[config.mk]
export PLATFORM = sky130hd
export DESIGN_NAME = mlc_top
export DESIGN_NICKNAME = d
export VERILOG_FILES = /design/src/core/mlc_pkg.sv /design/src/core/mlc_rev_counter.sv /design/src/core/mlc_util_fsm.sv /design/src/core/mlc_top.sv
export VERILOG_INCLUDE_DIRS = /design/src /design/src/core
export SDC_FILE = /design/constraint.sdc
export NUM_CORES = 1
export LEC_CHECK = 0
export BUFFER_PORTS_ARGS = -buffer_cell sky130_fd_sc_hd__buf_2
export CORE_ASPECT_RATIO = 0.5
export CORE_UTILIZATION = 39
export CTS_BUF_LIST = sky130_fd_sc_hd__clkbuf_4
export DETAILED_ROUTE_END_ITERATION = 10
export GPL_TIMING_DRIVEN = 0
export HOLD_SLACK_MARGIN = 0.02
export PLACE_DENSITY = 0.67
export REMOVE_ABC_BUFFERS = 1
export SYNTH_ARGS = -nofsm -noshare
export SYNTH_HDL_FRONTEND = slang
export SYNTH_SLANG_ARGS = --single-unit
[constraint.sdc]
create_clock -name aclk -period 4.9 [get_ports aclk]
set_input_delay 0.735 -clock aclk [delete_from_list [all_inputs] [get_ports aclk]]
set_output_delay 0.735 -clock aclk [all_outputs]
set_load 0.01 [all_outputs]
[src/core/mlc_params.svh]
/*
 * Constants of the multiturn limit counter: register offsets, field
 * positions, reset values, codes and timing.
 * Assumes inclusion by bare name from the design modules.
 */
`ifndef MLC_PARAMS_SVH
`define MLC_PARAMS_SVH

// Register byte offsets on the AXI4-Lite slave.
`define MLC_OFS_LIMIT 8'h00
`define MLC_OFS_PROTECT 8'h04
`define MLC_OFS_UTIL_CMD 8'h08
`define MLC_OFS_RESTART 8'h0c
`define MLC_OFS_STATUS 8'h10
`define MLC_OFS_ACTIVE 8'h14
`define MLC_OFS_ENC_LIMIT 8'h18
`define MLC_OFS_REV_COUNT 8'h1c
`define MLC_OFS_LAST 8'h1c
`define MLC_WORD_MASK 8'hfc

// Command bits of the utility command and restart registers.
`define MLC_CMD_ENTER 0
`define MLC_CMD_EXECUTE 1
`define MLC_CMD_RETURN 2
`define MLC_CMD_RESTART 0

// Status register fields.
`define MLC_ST_ALARM 0
`define MLC_ST_DONE 1
`define MLC_ST_NOOP 2
`define MLC_ST_OPEN 3
`define MLC_ST_ABS 4
`define MLC_ST_CODE_LSB 8

// Reset values and codes.
`define MLC_LIMIT_RESET 16'hffff
`define MLC_FULL_SPAN 16'hffff
`define MLC_PROTECT_RESET 16'h0000
`define MLC_PROTECT_ON 16'h0001
`define MLC_ALARM_CODE 8'hee
`define MLC_NO_CODE 8'h00
`define MLC_RESP_OKAY 2'b00
`define MLC_RESP_SLVERR 2'b10

// Timing: completion indication time and the clock rate.
`define MLC_CLK_HZ 25000000
`define MLC_DONE_TIME_MS 1000
`define MLC_DONE_CYCLES (`MLC_DONE_TIME_MS * (`MLC_CLK_HZ / 1000))

`endif

[src/core/mlc_pkg.sv]
/*
 * Types and shared functions of the multiturn limit counter.
 * Assumes nothing of its surroundings.
 */
package mlc_pkg;

    // States of the limit-write utility.
    typedef enum logic [1:0] {UT_IDLE, UT_OPEN, UT_WRITE, UT_DONE} mlc_util_state_t;

    // A multiturn limit or revolution count.
    typedef logic [15:0] mlc_word16_t;

    // Merges the two low byte lanes of a write into a 16-bit register.
    function automatic mlc_word16_t mlc_merge16(input mlc_word16_t old,
                                                input logic [31:0] data,
                                                input logic [3:0] strb);
        mlc_word16_t res;
        res[7:0] = strb[0] ? data[7:0] : old[7:0];
        res[15:8] = strb[1] ? data[15:8] : old[15:8];
        return res;
    endfunction

endpackage

[src/core/mlc_rev_counter.sv]
/*
 * Revolution counter that wraps between zero and a multiturn limit.
 * Assumes step pulses of one cycle, synchronous to aclk.
 */
`timescale 1ns/100ps
`include "mlc_params.svh"

module mlc_rev_counter
    import mlc_pkg::*;
#(
    parameter int W = 16
) (
    // Clock and reset.
    input wire logic aclk,
    input wire logic aresetn,
    // Revolution steps and the limit in force.
    input wire logic fwd_step,
    input wire logic rev_step,
    input wire logic [W-1:0] limit,
    // Current count.
    output logic [W-1:0] count_q
);

    // Counts whole revolutions and wraps at both ends of the span.
    always_ff @(posedge aclk) begin
        if (!aresetn) begin
            count_q <= '0;
        end else if (fwd_step && !rev_step) begin
            if (count_q >= limit) begin
                count_q <= '0;
            end else begin
                count_q <= count_q + W'(1);
            end
        end else if (rev_step && !fwd_step) begin
            if (count_q == '0 || count_q > limit) begin
                count_q <= limit;
            end else begin
                count_q <= count_q - W'(1);
            end
        end
    end
endmodule

[src/core/mlc_util_fsm.sv]
/*
 * Limit-write utility sequencer: entry, execute or return, completion time.
 * Assumes one-cycle command pulses and a level protect input.
 */
`timescale 1ns/100ps
`include "mlc_params.svh"

module mlc_util_fsm
    import mlc_pkg::*;
#(
    parameter int DONE_CYCLES = `MLC_DONE_CYCLES
) (
    // Clock and reset.
    input wire logic aclk,
    input wire logic aresetn,
    // Operator commands and protection.
    input wire logic enter,
    input wire logic execute,
    input wire logic ret,
    input wire logic protect_on,
    // Indications and encoder write strobe.
    output logic open_q,
    output logic done_q,
    output logic noop_q,
    output logic wr_stb_q
);

    mlc_util_state_t state_q;
    mlc_util_state_t state_d;
    logic [31:0] timer_q;

    // Next state of the utility.
    always_comb begin
        state_d = state_q;
        case (state_q)
            UT_IDLE: begin
                if (enter && !protect_on) begin
                    state_d = UT_OPEN;
                end
            end
            UT_OPEN: begin
                if (execute) begin
                    state_d = UT_WRITE;
                end else if (ret) begin
                    state_d = UT_IDLE;
                end
            end
            UT_WRITE: begin
                state_d = UT_DONE;
            end
            UT_DONE: begin
                if (timer_q == 32'h0000_0000) begin
                    state_d = UT_IDLE;
                end
            end
            default: begin
                state_d = UT_IDLE;
            end
        endcase
    end

    // State register and the flags derived from the next state.
    always_ff @(posedge aclk) begin
        if (!aresetn) begin
            state_q <= UT_IDLE;
            open_q <= 1'b0;
            done_q <= 1'b0;
            wr_stb_q <= 1'b0;
        end else begin
            state_q <= state_d;
            open_q <= state_d != UT_IDLE;
            done_q <= state_d == UT_DONE;
            wr_stb_q <= state_d == UT_WRITE;
        end
    end

    // Completion timer, loaded as the done indication starts.
    always_ff @(posedge aclk) begin
        if (!aresetn) begin
            timer_q <= 32'h0000_0000;
        end else if (state_d == UT_DONE && state_q != UT_DONE) begin
            timer_q <= 32'(DONE_CYCLES - 1);
        end else if (timer_q != 32'h0000_0000) begin
            timer_q <= timer_q - 32'h0000_0001;
        end
    end

    // No-operation indication after a refused entry, cleared by a later entry.
    always_ff @(posedge aclk) begin
        if (!aresetn) begin
            noop_q <= 1'b0;
        end else if (enter && state_q == UT_IDLE) begin
            noop_q <= protect_on;
        end
    end
endmodule

[src/core/mlc_top.sv]
/*
 * Multiturn limit counter top: AXI4-Lite register slave, limit capture at
 * restart, mismatch alarm, revolution counter and limit-write utility.
 * Assumes one clock, synchronous inputs, and an encoder that reports its
 * stored limit as a level and accepts a new one on a one-cycle strobe.
 */
`timescale 1ns/100ps
`include "mlc_params.svh"

module mlc_top
    import mlc_pkg::*;
#(
    parameter int DONE_CYCLES = `MLC_DONE_CYCLES
) (
    // Clock and reset.
    input wire logic aclk,
    input wire logic aresetn,
    // AXI4-Lite write address and data.
    input wire logic [7:0] awaddr,
    input wire logic awvalid,
    output logic awready,
    input wire logic [31:0] wdata,
    input wire logic [3:0] wstrb,
    input wire logic wvalid,
    output logic wready,
    // AXI4-Lite write response.
    output logic [1:0] bresp,
    output logic bvalid,
    input wire logic bready,
    // AXI4-Lite read.
    input wire logic [7:0] araddr,
    input wire logic arvalid,
    output logic arready,
    output logic [31:0] rdata,
    output logic [1:0] rresp,
    output logic rvalid,
    input wire logic rready,
    // Encoder side.
    input wire logic abs_encoder_present,
    input wire logic rev_fwd_step,
    input wire logic rev_rev_step,
    input wire logic [15:0] enc_stored_limit,
    output logic [15:0] enc_limit_wr_data,
    output logic enc_limit_wr_stb,
    // Position and alarm outputs.
    output logic [15:0] rev_count,
    output logic limit_mismatch_alarm,
    output logic [7:0] alarm_code
);

    mlc_word16_t multiturn_limit_value_q;
    mlc_word16_t write_protect_setting_q;
    mlc_word16_t active_limit_q;
    mlc_word16_t enc_limit_q;
    mlc_word16_t eff_limit;
    logic abs_q;
    logic boot_q;
    logic restart_q;
    logic enter_q;
    logic execute_q;
    logic return_q;
    logic util_open;
    logic util_done;
    logic util_noop;
    logic aw_held_q;
    logic aw_held_d;
    logic w_held_q;
    logic w_held_d;
    logic bvalid_d;
    logic rvalid_d;
    logic do_write;
    logic [7:0] aw_addr_q;
    logic [31:0] w_data_q;
    logic [3:0] w_strb_q;
    logic [31:0] rd_word;

    // True for a word offset inside the register map.
    function automatic logic mlc_mapped(input logic [7:0] addr);
        return addr[1:0] == 2'b00 && addr <= `MLC_OFS_LAST;
    endfunction

    // Handshake bookkeeping for both AXI channels.
    always_comb begin
        do_write = aw_held_q && w_held_q && !bvalid;
        aw_held_d = do_write ? 1'b0 : (aw_held_q || (awvalid && awready));
        w_held_d = do_write ? 1'b0 : (w_held_q || (wvalid && wready));
        bvalid_d = do_write ? 1'b1 : (bvalid && !bready);
        rvalid_d = (arvalid && arready) ? 1'b1 : (rvalid && !rready);
    end

    // Write channel: address and data taken in either order.
    always_ff @(posedge aclk) begin
        if (!aresetn) begin
            aw_held_q <= 1'b0;
            w_held_q <= 1'b0;
            awready <= 1'b0;
            wready <= 1'b0;
            bvalid <= 1'b0;
            bresp <= `MLC_RESP_OKAY;
            aw_addr_q <= 8'h00;
            w_data_q <= 32'h0000_0000;
            w_strb_q <= 4'h0;
        end else begin
            aw_held_q <= aw_held_d;
            w_held_q <= w_held_d;
            awready <= !aw_held_d && !bvalid_d;
            wready <= !w_held_d && !bvalid_d;
            bvalid <= bvalid_d;
            if (awvalid && awready) begin
                aw_addr_q <= awaddr;
            end
            if (wvalid && wready) begin
                w_data_q <= wdata;
                w_strb_q <= wstrb;
            end
            if (do_write) begin
                bresp <= mlc_mapped(aw_addr_q) ? `MLC_RESP_OKAY : `MLC_RESP_SLVERR;
            end
        end
    end

    // Read word mux; write-only and reserved bits read as zero.
    always_comb begin
        rd_word = 32'h0000_0000;
        case (araddr & `MLC_WORD_MASK)
            `MLC_OFS_LIMIT: rd_word[15:0] = multiturn_limit_value_q;
            `MLC_OFS_PROTECT: rd_word[15:0] = write_protect_setting_q;
            `MLC_OFS_STATUS: begin
                rd_word[`MLC_ST_ALARM] = limit_mismatch_alarm;
                rd_word[`MLC_ST_DONE] = util_done;
                rd_word[`MLC_ST_NOOP] = util_noop;
                rd_word[`MLC_ST_OPEN] = util_open;
                rd_word[`MLC_ST_ABS] = abs_q;
                rd_word[`MLC_ST_CODE_LSB +: 8] = alarm_code;
            end
            `MLC_OFS_ACTIVE: rd_word[15:0] = active_limit_q;
            `MLC_OFS_ENC_LIMIT: rd_word[15:0] = enc_limit_q;
            `MLC_OFS_REV_COUNT: rd_word[15:0] = rev_count;
            default: rd_word = 32'h0000_0000;
        endcase
    end

    // Read channel: one read at a time, answered the cycle after acceptance.
    always_ff @(posedge aclk) begin
        if (!aresetn) begin
            arready <= 1'b0;
            rvalid <= 1'b0;
            rdata <= 32'h0000_0000;
            rresp <= `MLC_RESP_OKAY;
        end else begin
            arready <= !rvalid_d;
            rvalid <= rvalid_d;
            if (arvalid && arready) begin
                rdata <= rd_word;
                rresp <= mlc_mapped(araddr) ? `MLC_RESP_OKAY : `MLC_RESP_SLVERR;
            end
        end
    end

    // Stored settings written by software.
    always_ff @(posedge aclk) begin
        if (!aresetn) begin
            multiturn_limit_value_q <= `MLC_LIMIT_RESET;
            write_protect_setting_q <= `MLC_PROTECT_RESET;
        end else if (do_write) begin
            if (aw_addr_q == `MLC_OFS_LIMIT) begin
                multiturn_limit_value_q <= mlc_merge16(multiturn_limit_value_q, w_data_q,
                                                       w_strb_q);
            end
            if (aw_addr_q == `MLC_OFS_PROTECT) begin
                write_protect_setting_q <= mlc_merge16(write_protect_setting_q, w_data_q,
                                                       w_strb_q);
            end
        end
    end

    // Command pulses, one cycle each, from writes to the command registers.
    always_ff @(posedge aclk) begin
        if (!aresetn) begin
            enter_q <= 1'b0;
            execute_q <= 1'b0;
            return_q <= 1'b0;
            restart_q <= 1'b0;
        end else begin
            enter_q <= do_write && aw_addr_q == `MLC_OFS_UTIL_CMD && w_strb_q[0]
                       && w_data_q[`MLC_CMD_ENTER];
            execute_q <= do_write && aw_addr_q == `MLC_OFS_UTIL_CMD && w_strb_q[0]
                         && w_data_q[`MLC_CMD_EXECUTE];
            return_q <= do_write && aw_addr_q == `MLC_OFS_UTIL_CMD && w_strb_q[0]
                        && w_data_q[`MLC_CMD_RETURN];
            restart_q <= do_write && aw_addr_q == `MLC_OFS_RESTART && w_strb_q[0]
                         && w_data_q[`MLC_CMD_RESTART];
        end
    end

    // Limits in force are taken only just after reset or on a restart.
    always_ff @(posedge aclk) begin
        if (!aresetn) begin
            boot_q <= 1'b1;
            active_limit_q <= `MLC_LIMIT_RESET;
            enc_limit_q <= `MLC_LIMIT_RESET;
        end else begin
            boot_q <= 1'b0;
            if (boot_q || restart_q) begin
                active_limit_q <= multiturn_limit_value_q;
                enc_limit_q <= enc_stored_limit;
            end
        end
    end

    // Encoder type, sampled so the limit choice changes on a clean edge.
    always_ff @(posedge aclk) begin
        if (!aresetn) begin
            abs_q <= 1'b0;
        end else begin
            abs_q <= abs_encoder_present;
        end
    end

    // Without an absolute encoder the full 16-bit span is used.
    assign eff_limit = abs_q ? active_limit_q : `MLC_FULL_SPAN;

    // Alarm, with an absolute encoder, while the drive setting and the encoder limit taken at the last restart disagree.
    always_ff @(posedge aclk) begin
        if (!aresetn) begin
            limit_mismatch_alarm <= 1'b0;
            alarm_code <= `MLC_NO_CODE;
        end else if (abs_q && multiturn_limit_value_q != enc_limit_q) begin
            limit_mismatch_alarm <= 1'b1;
            alarm_code <= `MLC_ALARM_CODE;
        end else begin
            limit_mismatch_alarm <= 1'b0;
            alarm_code <= `MLC_NO_CODE;
        end
    end

    // Value offered to the encoder is the drive's current setting.
    always_ff @(posedge aclk) begin
        if (!aresetn) begin
            enc_limit_wr_data <= `MLC_LIMIT_RESET;
        end else begin
            enc_limit_wr_data <= multiturn_limit_value_q;
        end
    end

    // Revolution count within the limit in force.
    mlc_rev_counter #(
        .W(16)
    ) u_counter (
        .aclk(aclk),
        .aresetn(aresetn),
        .fwd_step(rev_fwd_step),
        .rev_step(rev_rev_step),
        .limit(eff_limit),
        .count_q(rev_count)
    );

    // Limit-write utility, refused while write protection is set.
    mlc_util_fsm #(
        .DONE_CYCLES(DONE_CYCLES)
    ) u_util (
        .aclk(aclk),
        .aresetn(aresetn),
        .enter(enter_q),
        .execute(execute_q),
        .ret(return_q),
        .protect_on(write_protect_setting_q == `MLC_PROTECT_ON),
        .open_q(util_open),
        .done_q(util_done),
        .noop_q(util_noop),
        .wr_stb_q(enc_limit_wr_stb)
    );
endmodule

Word level (Yosys, flattened, before mapping) --
Index checks and enable logic that the tools add are counted.
Storage, ports and cells: input port bits 78, output and inout port bits 83, bits in registers 202
Cells by class: bitwise logic cells 1, add/sub/neg operators 3, multiplexer cells 24, equal/unequal tests 16, magnitude comparators 4, reductions and logical operators 55
Operators by type and width (count):
- two-way mux 16 bit | 5
- two-way mux 25 bit | 2
- one-hot mux 8 bit (6 select lines) | 1
- zero test 32 bit | 1
- nonzero test 32 bit | 1
- subtractor 32 x 1 -> 32 bit, second input constant | 1
- one-hot mux 5 bit (6 select lines) | 1
- logical AND 1 bit | 25
- equality test 6 x 3 -> 1 bit, second input constant | 4
- adder 16 x 1 -> 16 bit, second input constant | 1
- equality test 16 x 1 -> 1 bit, second input constant | 1
- equality test 8 x 4 -> 1 bit, second input constant | 2
- >= comparator 16 bit | 1
- > comparator 16 bit | 1
- less-or-equal comparator 8 x 5 -> 1 bit, second input constant | 2
- zero test 16 bit | 1
- zero test 8 bit | 2
- inequality test 16 bit | 1
- subtractor 16 x 1 -> 16 bit, second input constant | 1
- one-hot mux 3 bit (5 select lines) | 1
- two-way mux 2 bit | 6
- AND reduction 3 bit | 4
- zero test 1 bit | 10
- equality test 2 bit, second input constant | 4
- other kinds (12) | 24

Depth between registers and ports, before layout --
Gate-level depths: netlist of run 1.
depth in word-level cells 8, depth in mapped cells 14, gate-level depth less buffers 10

Hierarchy --
From an unflattened synthesis of run 1, not the netlist that was laid out.
Unflattened totals: cell total of the unflattened synthesis 1242, area, all modules 10361.2 µm²
By module, submodules not included:
- mlc_top | instances 1, cells an instance 704, area an instance 6018.3 µm²
- mlc_rev_counter | instances 1, cells an instance 302, area an instance 2314.7 µm²
- mlc_util_fsm | instances 1, cells an instance 236, area an instance 2028.2 µm²

Least setup slack after synthesis of run 1 --
OpenSTA, ideal clock, no wires.
path kind reg-to-reg, from reg abs_q, to reg u_counter.count_q[13], stages on the path, launching flop included 15, period minus slack after synthesis 2.952 ns, buffers on the path 4, data arrival time 2.834 ns, slack 1.948 ns, setup time 0.117 ns, cells stage by stage dfxtp_1 -> clkinv_1 -> clkbuf_1 -> nor2_1 -> ha_1 -> and2_1 -> a221o_1 -> a21oi_1 -> a31o_2 -> buf_2 -> and2_1 -> clkbuf_1 -> buf_2 -> nand2_1 -> a32o_1
Between the ends: longest elaborated chain between the ends 6, elaborated cells between the ends (all ways) 8
RTL lines:
- start: declaration | RTL line mlc_top.sv:56 | logic abs_q;
- start signal: assignment | RTL line mlc_top.sv:216 | abs_q <= abs_encoder_present;
- two-way mux 16 bit (no line) (*)
- > comparator 16 bit | RTL line mlc_rev_counter.sv:35 | if (count_q == '0 || count_q > limit) begin
- logical OR 1 bit | RTL line mlc_rev_counter.sv:35
- two-way mux 16 bit | RTL line mlc_rev_counter.sv:35
- two-way mux 16 bit | RTL line mlc_rev_counter.sv:34 | end else if (rev_step && !fwd_step) begin
- two-way mux 16 bit (*) | RTL line mlc_rev_counter.sv:28 | end else if (fwd_step && !rev_step) begin
- end signal: assignment | RTL line mlc_rev_counter.sv:32 | count_q <= count_q + W'(1);
- end signal: assignment | RTL line mlc_rev_counter.sv:36 | count_q <= limit;
- end signal: assignment | RTL line mlc_rev_counter.sv:38 | count_q <= count_q - W'(1);
- end: declaration | RTL line mlc_rev_counter.sv:21 | output logic [W-1:0] count_q
Every way passes the cells marked *; elsewhere a longest branch is shown, timed or not. The select of a mux whose other input is x is not followed. A chain may end at the register's enable or synchronous reset.

Final worst setup path of run 1 --
from reg abs_q, to reg u_counter.count_q[12]
Same word-level chain as after synthesis.

==> flow_summary.ini, run 1 <==
[run_status]
outcome = complete, no violations

[worst_setup_path]
r2r_end = u_counter.count_q[12]
worstPathRequired_ns = 5.42
cp-start-kind = register
crit_type = reg -> reg
arrival_ns = 4.26
critical_path.endpoint_type = register
rrSetupSlack_ns = 1.17
rr_startpoint = abs_q
r2r_cells = 10
cp_max_fo = 18

[final_layout]
fin_util_pct = 44.17
fillers = 2302
insertedDiodeCount = 0
syn_to_final_growth_pct = 10.42
register_area_um2 = 3844
final_cell_mix = nand2_1, dfxtp_1, buf_2
final_common_cell = nand2_1
multiInputGateArea_um2 = 4952
drive_above_1_share_pct = 15.91
num-nets-final = 1294

[run]
cap_violations = 0

[yosys]
synth-seq-cells = 192
ys_seq_area_share_pct = 41.81
syn_inst = 1123
yosysTopAreaCell = dfxtp_1
yosys-top-cells-area = dfxtp_1, nand2_1, a21oi_1, nor2_1, xnor2_1
ys_types = 66
synth_edf_count = 0
syn_avg_cell_area_um2 = 8.187
ys.warnings.count = 0
async_reset_ff_share_pct = 0
netlist_area_um2 = 9194
synth_top_area_share_pct = 41.81
ys.flop_type = dfxtp_1

[power_and_ir_drop]
power_mw = 4.888
power_density_nw_per_um2 = 481.5
vdd_drop_max_v = 0.0002993
p_leak_nw = 4.130

[clock_tree]
cts_tree = built
cts_sinks = 192
cts_hold_buf = 0
cts_resized = 0
cts-root-buf = clkbuf_4
clk_pin_slew_worst_paths_ns = 0.17
cts_made_buffers = 17
clkLatencyLatePin_ns = 0.63
cts.path.max_buffers = 2
cts_setup_buffers = 0
htreeDepth = 4

[global_routing]
grt_use_total_pct = 20.76
antenna_found_initial = 0
grt_start_max_net_pins = 90
grt_overflow = 0
grt_pass1_wl_mm = 40.08
grt_pass1_vias = 7698

[sta]
post-route-period-util_pct = 76.21
whs_ns = 0.3091
report.final.setup_viol = 0
hold_viol = 0
slew_headroom_pct = 28.17
fin_crit_ns = 3.734
clock_skew_ns = 0.03025
maxSlewViolCount = 0
finalSetupTns_ns = 0
fmax_mhz = 267.8
worstMarginPinSlew_ns = 1.069
rsz0062_at_grt = no

[routing]
post_drt_via_cell_ratio = 5.399
avgRoutedWirePerCell_um = 16.43
wirelength_mm = 24.88
detail-route-antenna-nets = 0
wl_met1_mm = 11.48
dr.max_layer_used = met4
wl_met2_mm = 11.92
drc_errors = 0
wl_met3_mm = 1.175
dr.pass1.iters = 7
drtIter0Drc = 738
num_vias = 8174

[min_path]
holdPathStages = 3
min_to = enc_limit_q[4]
min_path_type = in -> reg
worstHoldStart = enc_stored_limit[4]

[place]
place_congestion = 0.8703
io_buffers = 122
dp_hpwl_mm = 17.91

[floorplan]
dieArea_um2 = 24230
placementRows = 39
start_util_pct = 40.00
ios = 161
core_area_um2 = 22980
die_y_um = 110.6
die_w_um = 219.1
-- cell type report --
| class | count | area share [%] |
|---|---|---|
| repair buffers | 124 | 6.384 |
| clock inverters | 15 | 1.504 |
| inverters | 11 | 0.4314 |
| flip-flops and latches | 192 | 37.86 |
| clock buffers | 17 | 1.257 |
| well taps | 307 | 3.784 |
| multi-input cells | 848 | 48.78 |
-- sequential cells by signal, summed over array words and instances (netlist names), 2 cells and up --
register and cells:
active_limit_q 16, u_counter.count_q 16, u_util.timer_q 32, enc_limit_wr_data 16
enc_limit_q 16, write_protect_setting_q 16, aw_addr_q 8, w_strb_q 2
multiturn_limit_value_q 16, w_data_q 16, rdata 16, u_util.state_q 2
-- critical path: stages, from the launching register on --
cell and delay, ns:
dfxtp_1 0.40, clkinv_1 0.43, nor2_1 0.34, ha_1 0.31
a21o_1 0.19, a221o_1 0.32, a21oi_1 0.27, a31o_2 0.33
and2_1 0.51, mux2_2 0.41, o22ai_1 0.14
-- how the worst max path moves through the flow --
stage                       start                     to  slack, ns
final                       abs_q  u_counter.count_q[12]       1.17
after global routing        abs_q  u_counter.count_q[12]       0.92
after CTS                   abs_q  u_counter.count_q[12]       1.20
after detailed placement    abs_q  u_counter.count_q[12]       1.26
after global placement    aresetn  u_counter.count_q[14]       0.41
after floorplan             abs_q  u_counter.count_q[12]       1.96
-- logic make-up after synthesis --
family	share of synthesized area, %
xor+xnor	5.335
fa+ha+maj	2.994
buf+inv	5.253
other cells	0.04079
simple gates	26.63
compound gates	12.43
flops	41.81
mux	5.512
-- report_power, final --
part / internal, mW / switching, mW / total [mW] / leakage, nW
clock network: 0.270 / 0.604 / 0.874 / 0.154
registers: 1.77 / 0.346 / 2.12 / 1.57
logic: 0.823 / 1.07 / 1.90 / 2.41
-- synth_stat cells, types with 17 or more instances --
| master | number |
|---|---|
| ha_1 | 22 |
| xnor2_1 | 39 |
| nor2_1 | 105 |
| nor4_1 | 19 |
| xor2_1 | 17 |
| o21ai_0 | 20 |
| nand2_1 | 216 |
| nand2b_1 | 24 |
| mux2i_1 | 27 |
| dfxtp_1 | 192 |
| clkbuf_1 | 60 |
| nand3_1 | 59 |
| nor3_1 | 30 |
| buf_4 | 26 |
| a21oi_1 | 84 |
-- metal layers --
metal	GRT usage, %	vias up
met3	3.802	24
met5	0	-
met2	33.82	227
li1	-	4007
met4	5.648	0
met1	28.03	3916
-- per-stage QoR --
step,instance area (µm²),instances,setup slack (ns)
floorplan,8823,1051,1.960
global placement,9818,1480,0.4078
detailed placement,9872,1482,1.258
CTS,10150,1514,1.203
global route,10150,1514,0.9186
finish,10150,1514,1.166
(Power assumes the default switching activity.)
==> inputs of run 2 (changes only) <==
clock period = 3.5 ns   (was 4.9 ns; I/O delays follow)
==> run 2 against run 1 <==
Compared with the run above:
- clock power up 40%
- clock skew decreased by 0.0017 ns
- maximum frequency grew 13%
- global-route usage unchanged
- combinational power grew 40%
==> flow_summary.ini, run 2 (synthesized netlist as in run 1, its figures left out) <==
[place]
io_buffers = 122
place_congestion = 0.8703
dp_hpwl_mm = 17.91

[clock_tree]
cts_made_buffers = 17
cts-root-buf = clkbuf_4
cts_tree = built
cts.path.max_buffers = 2
clkLatencyLatePin_ns = 0.63
htreeDepth = 4
clk_pin_slew_worst_paths_ns = 0.17
cts_sinks = 192
cts_setup_buffers = 0

[worst_setup_path]
cp-start-kind = register
rrSetupSlack_ns = 0.20
crit_type = reg -> reg
cp_max_fo = 18
critical_path.endpoint_type = register
crit_path_end = u_counter.count_q[12]
rr_startpoint = abs_q
r2r_cells = 10
r2r_end = u_counter.count_q[12]
arrival_ns = 3.82
crit_path_start = abs_q
worstPathRequired_ns = 4.02

[sta]
slew_headroom_pct = 28.18
worstMarginPinSlew_ns = 1.069
fmax_mhz = 302.8
finalSetupTns_ns = 0
maxSlewViolCount = 0
hold_viol = 0
fin_crit_ns = 3.302
report.final.setup_viol = 0
clock_skew_ns = 0.02854
rsz0062_at_grt = no
post-route-period-util_pct = 94.35

[power_and_ir_drop]
vdd_drop_max_v = 0.0004191
p_int_mw = 4.012
share_comb_of_total_power_pct = 38.9
power_density_nw_per_um2 = 674.0
power_mw = 6.844
p_leak_nw = 4.133
p_sw_share_pct = 41.38
clock_power_share_pct = 17.8
p_switching_mw = 2.832
power_frac_seq_pct = 43.3

[floorplan]
core_area_um2 = 22980
die_y_um = 110.6
placementRows = 39
dieArea_um2 = 24230
die_w_um = 219.1
ios = 161
start_util_pct = 40.00

[routing]
detail-route-antenna-nets = 0
num_vias = 8173
post_drt_via_cell_ratio = 5.398
dr.pass1.iters = 6
drc_errors = 0
avgRoutedWirePerCell_um = 16.45
drtIter0Drc = 739
wirelength_mm = 24.91

[final_layout]
insertedDiodeCount = 0
drive_above_1_share_pct = 16.07
final_common_cell = nand2_1
fin_util_pct = 44.18
largest_register_ffs = 32
final_cell_mix = nand2_1, dfxtp_1, buf_2
syn_to_final_growth_pct = 10.45
top_register = u_util.timer_q
num-nets-final = 1294

[min_path]
min_path_type = in -> reg

[run_status]
outcome = complete, no violations

[global_routing]
grt_start_max_net_pins = 90
grt_pass1_vias = 7698
antenna_found_initial = 0
grt_overflow = 0
grt_pass1_wl_mm = 40.08
grt_use_total_pct = 20.76

[run]
cap_violations = 0
==> run 2: how the worst min path moves through the flow <==
stage | from | to | slack, ns | cells past startpoint
floorplan | aw_held_q | awready | 0.42 | 1
global placement | aw_held_q | awready | 0.44 | 1
detailed placement | aw_held_q | awready | 0.44 | 1
CTS | enc_stored_limit[7] | enc_limit_q[7] | 0.06 | 3
global route | enc_stored_limit[13] | enc_limit_q[13] | 0.07 | 3
finish | enc_stored_limit[1] | enc_limit_q[1] | 0.10 | 3
==> run 2: power groups by stage <==
stage | clock network [mW] | logic, mW | registers (mW)
2_1_floorplan | 0 | 2.00 | 2.89
3_3_place_gp | 0 | 2.56 | 2.97
3_5_place_dp | 0 | 2.63 | 3.00
4_1_cts | 1.25 | 2.65 | 2.95
5_1_grt | 1.34 | 2.97 | 3.02
6_report | 1.22 | 2.66 | 2.96
==> run 2: per-layer routing <==
layer  vias to the layer above  global-route usage, %  share of wire (%)
met2                       242                  33.82                 48
met5                         -                      0                  0
met3                        21                  3.802                5.1
met4                         0                  5.648                1.2
li1                       4008                      -                  -
met1                      3902                  28.03                 46
==> run 2: timing repair <==
| action | in CTS | in global routing |
|---|---|---|
| setup endpoints to repair | 12 | 9 |
| hold buffers | 0 | 0 |
| pin swaps | 0 | 0 |
| resized for setup | 1 | 2 |
==> run 2: stage by stage <==
| step | hold slack, ns | setup WS (ns) | area [µm²] | std cells |
|---|---|---|---|---|
| 2_1_floorplan | 0.4216 | 0.5601 | 8823 | 1051 |
| 3_3_place_gp | 0.4356 | -0.7822 | 9818 | 1480 |
| 3_5_place_dp | 0.4410 | -0.1421 | 9872 | 1482 |
| 4_1_cts | 0.06431 | 0.07245 | 10150 | 1514 |
| 5_1_grt | 0.06661 | 0.01362 | 10150 | 1514 |
| 6_report | 0.1024 | 0.1976 | 10150 | 1514 |
==> run 2: layout make-up <==
| class | count | area, µm² |
|---|---|---|
| clock buffers | 17 | 127.6 |
| clock inverters | 15 | 152.6 |
| inverters | 11 | 45.04 |
| flip-flops and latches | 192 | 3844 |
| well taps | 307 | 384.1 |
| repair buffers | 124 | 648.1 |
| fillers | 2302 | 12830 |
| multi-input cells | 848 | 4954 |
==> run 2: worst max-delay path, cell delays in order (launching register included) <==
cell and delay, ns:
dfxtp_1 0.41, clkinv_2 0.24, nor2_1 0.25, ha_1 0.30, a21o_1 0.19, a221o_1 0.32
a21oi_1 0.28, a31o_2 0.34, and2_2 0.37, mux2_2 0.38, o22ai_1 0.14
==> inputs of run 3 (changes only) <==
CORE_UTILIZATION = 35   (was 39)
PLACE_DENSITY = 0.62   (was 0.67)
SLEW_MARGIN = 40   (was unset)
==> run 3 against run 2 <==
Compared with the run above:
- via count shrank 0.23%
- clock skew grew 0.0024 ns
- die area grew 11%
- non-clock buffer count is 5 higher
- critical path type unchanged
- worst setup slack lost 0.026 ns
==> flow_summary.ini, run 3 (synthesized netlist as in run 1, its figures left out) <==
[run_status]
outcome = complete, no violations

[global_routing]
grt_pass1_wl_mm = 39.61
grt_use_total_pct = 18.58
grt_overflow = 0
antenna_found_initial = 1
grt_start_max_net_pins = 58
grt_pass1_vias = 7403

[place]
dp_slack_ns = -0.1974
io_buffers = 122
dp_hpwl_mm = 18.50
place_congestion = 0.8375

[sta]
setup_ws_ns = 0.1715
report.final.setup_viol = 0
fin_crit_ns = 3.328
clock_skew_ns = 0.03095
post-route-period-util_pct = 95.10
worstMarginPinSlew_ns = 0.7555
slew_headroom_pct = 49.64
hold_viol = 0
maxSlewViolCount = 0
fmax_mhz = 300.4

[final_layout]
syn_to_final_growth_pct = 12.48
num-nets-final = 1299
largest_register_ffs = 32
final_common_cell = nand2_1
drive_above_1_share_pct = 16.67
final_cell_mix = nand2_1, dfxtp_1, buf_2
top_register = u_util.timer_q

[clock_tree]
cts_made_buffers = 17
cts_setup_buffers = 0
htreeDepth = 4
cts_sinks = 192
cts-root-buf = clkbuf_4
clkLatencyLatePin_ns = 0.61
clk_pin_slew_worst_paths_ns = 0.17
cts_hold_buf = 0
cts.path.max_buffers = 2
cts_tree = built

[routing]
post_drt_via_cell_ratio = 5.237
dr.pass1.iters = 5
drc_errors = 0
avgRoutedWirePerCell_um = 16.14
wirelength_mm = 25.13
drtIter0Drc = 690
num_vias = 8154
detail-route-antenna-nets = 0

[power_and_ir_drop]
power_density_nw_per_um2 = 676.2
p_leak_nw = 4.200
power_mw = 6.993
vdd_drop_max_v = 0.0002410

[worst_setup_path]
arrival_ns = 3.87
cp_max_fo = 18
path_delay_family = compound AO/OA/AOI/OAI gates
worstPathRequired_ns = 4.05
cp_slowest_cell = dfxtp_1
path_buf_inv = 1
critical_path.endpoint_type = register
worstPathCellList = clkinv_2, nor2_1, ha_1, a21o_1, a221o_1, a21oi_1, a31o_2, and2_2, mux2_2, o22ai_1
crit_type = reg -> reg
cp-start-kind = register
max_stage_delay_ns = 0.44

[floorplan]
core_area_um2 = 25500
die_y_um = 116.6
dieArea_um2 = 26960
ios = 161
start_util_pct = 36.06
die_w_um = 231.2
placementRows = 41

[min_path]
min_path_type = in -> reg

[run]
cap_violations = 0
-- run 3: power by group --
part | internal (mW) | switching [mW] | leakage (nW)
logic | 1.16 | 1.50 | 2.45
clock network | 0.533 | 0.838 | 0.178
registers | 2.48 | 0.479 | 1.57
total | 4.17 | 2.82 | 4.20
-- run 3: worst reg2reg max path: cells and delay by family (launching register included) --
family                     cells  cell delay, ns
AOI/OAI and AO/OA              5            1.25
and+or+nand+nor                2            0.63
DFF                            1            0.44
muxes                          1            0.39
adders and majority gates      1            0.29
buffers and inverters          1            0.27
-- run 3: through the flow --
| stage | setup TNS [ns] | cells | util [%] | hold WS [ns] | cell area [µm²] |
|---|---|---|---|---|---|
| after detailed placement | -0.7777 | 1524 | 39.22 | 0.4446 | 10000 |
| after floorplan | 0 | 1051 | - | 0.4216 | 8823 |
| after global routing | -0.002211 | 1557 | 40.56 | 0.07870 | 10340 |
| after CTS | 0 | 1556 | 40.54 | 0.07374 | 10330 |
| final | 0 | 1557 | 40.56 | 0.1133 | 10340 |
| after global placement | -10.54 | 1517 | 38.69 | 0.4385 | 9864 |
-- run 3: per-layer routing --
metal	vias up	share of wire (%)	global-route usage (%)
met5	-	0	0
met4	0	1.6	5.695
met3	29	4.6	3.223
met2	203	48	31.17
met1	3903	46	24.56
li1	4019	-	-
-- run 3: layout make-up --
| class | count | area [µm²] |
|---|---|---|
| repair buffers | 129 | 706.9 |
| flip-flops and latches | 192 | 3844 |
| well taps | 344 | 430.4 |
| clock inverters | 14 | 198.9 |
| diodes | 1 | 2.502 |
| inverters | 11 | 47.55 |
| multi-input cells | 848 | 4976 |
| clock buffers | 18 | 135.1 |
| fillers | 2578 | 15150 |
-- run 3: repair_timing --
action / 4_1_cts / 5_1_grt
pin swaps: 0 / 0
resized for setup: 1 / 2
endpoints found under the setup margin: 13 / 12
gates cloned: 0 / 0
-- run 3: final timing paths --
path                              from                     to  slack [ns]  depth (start not counted)
setup / recovery                 abs_q  u_counter.count_q[12]        0.17                         10
hold / removal    enc_stored_limit[11]        enc_limit_q[11]        0.11                          3
setup reg to reg                 abs_q  u_counter.count_q[12]        0.17                         10
hold reg to reg           aw_addr_q[5]           aw_addr_q[5]        0.46                          2
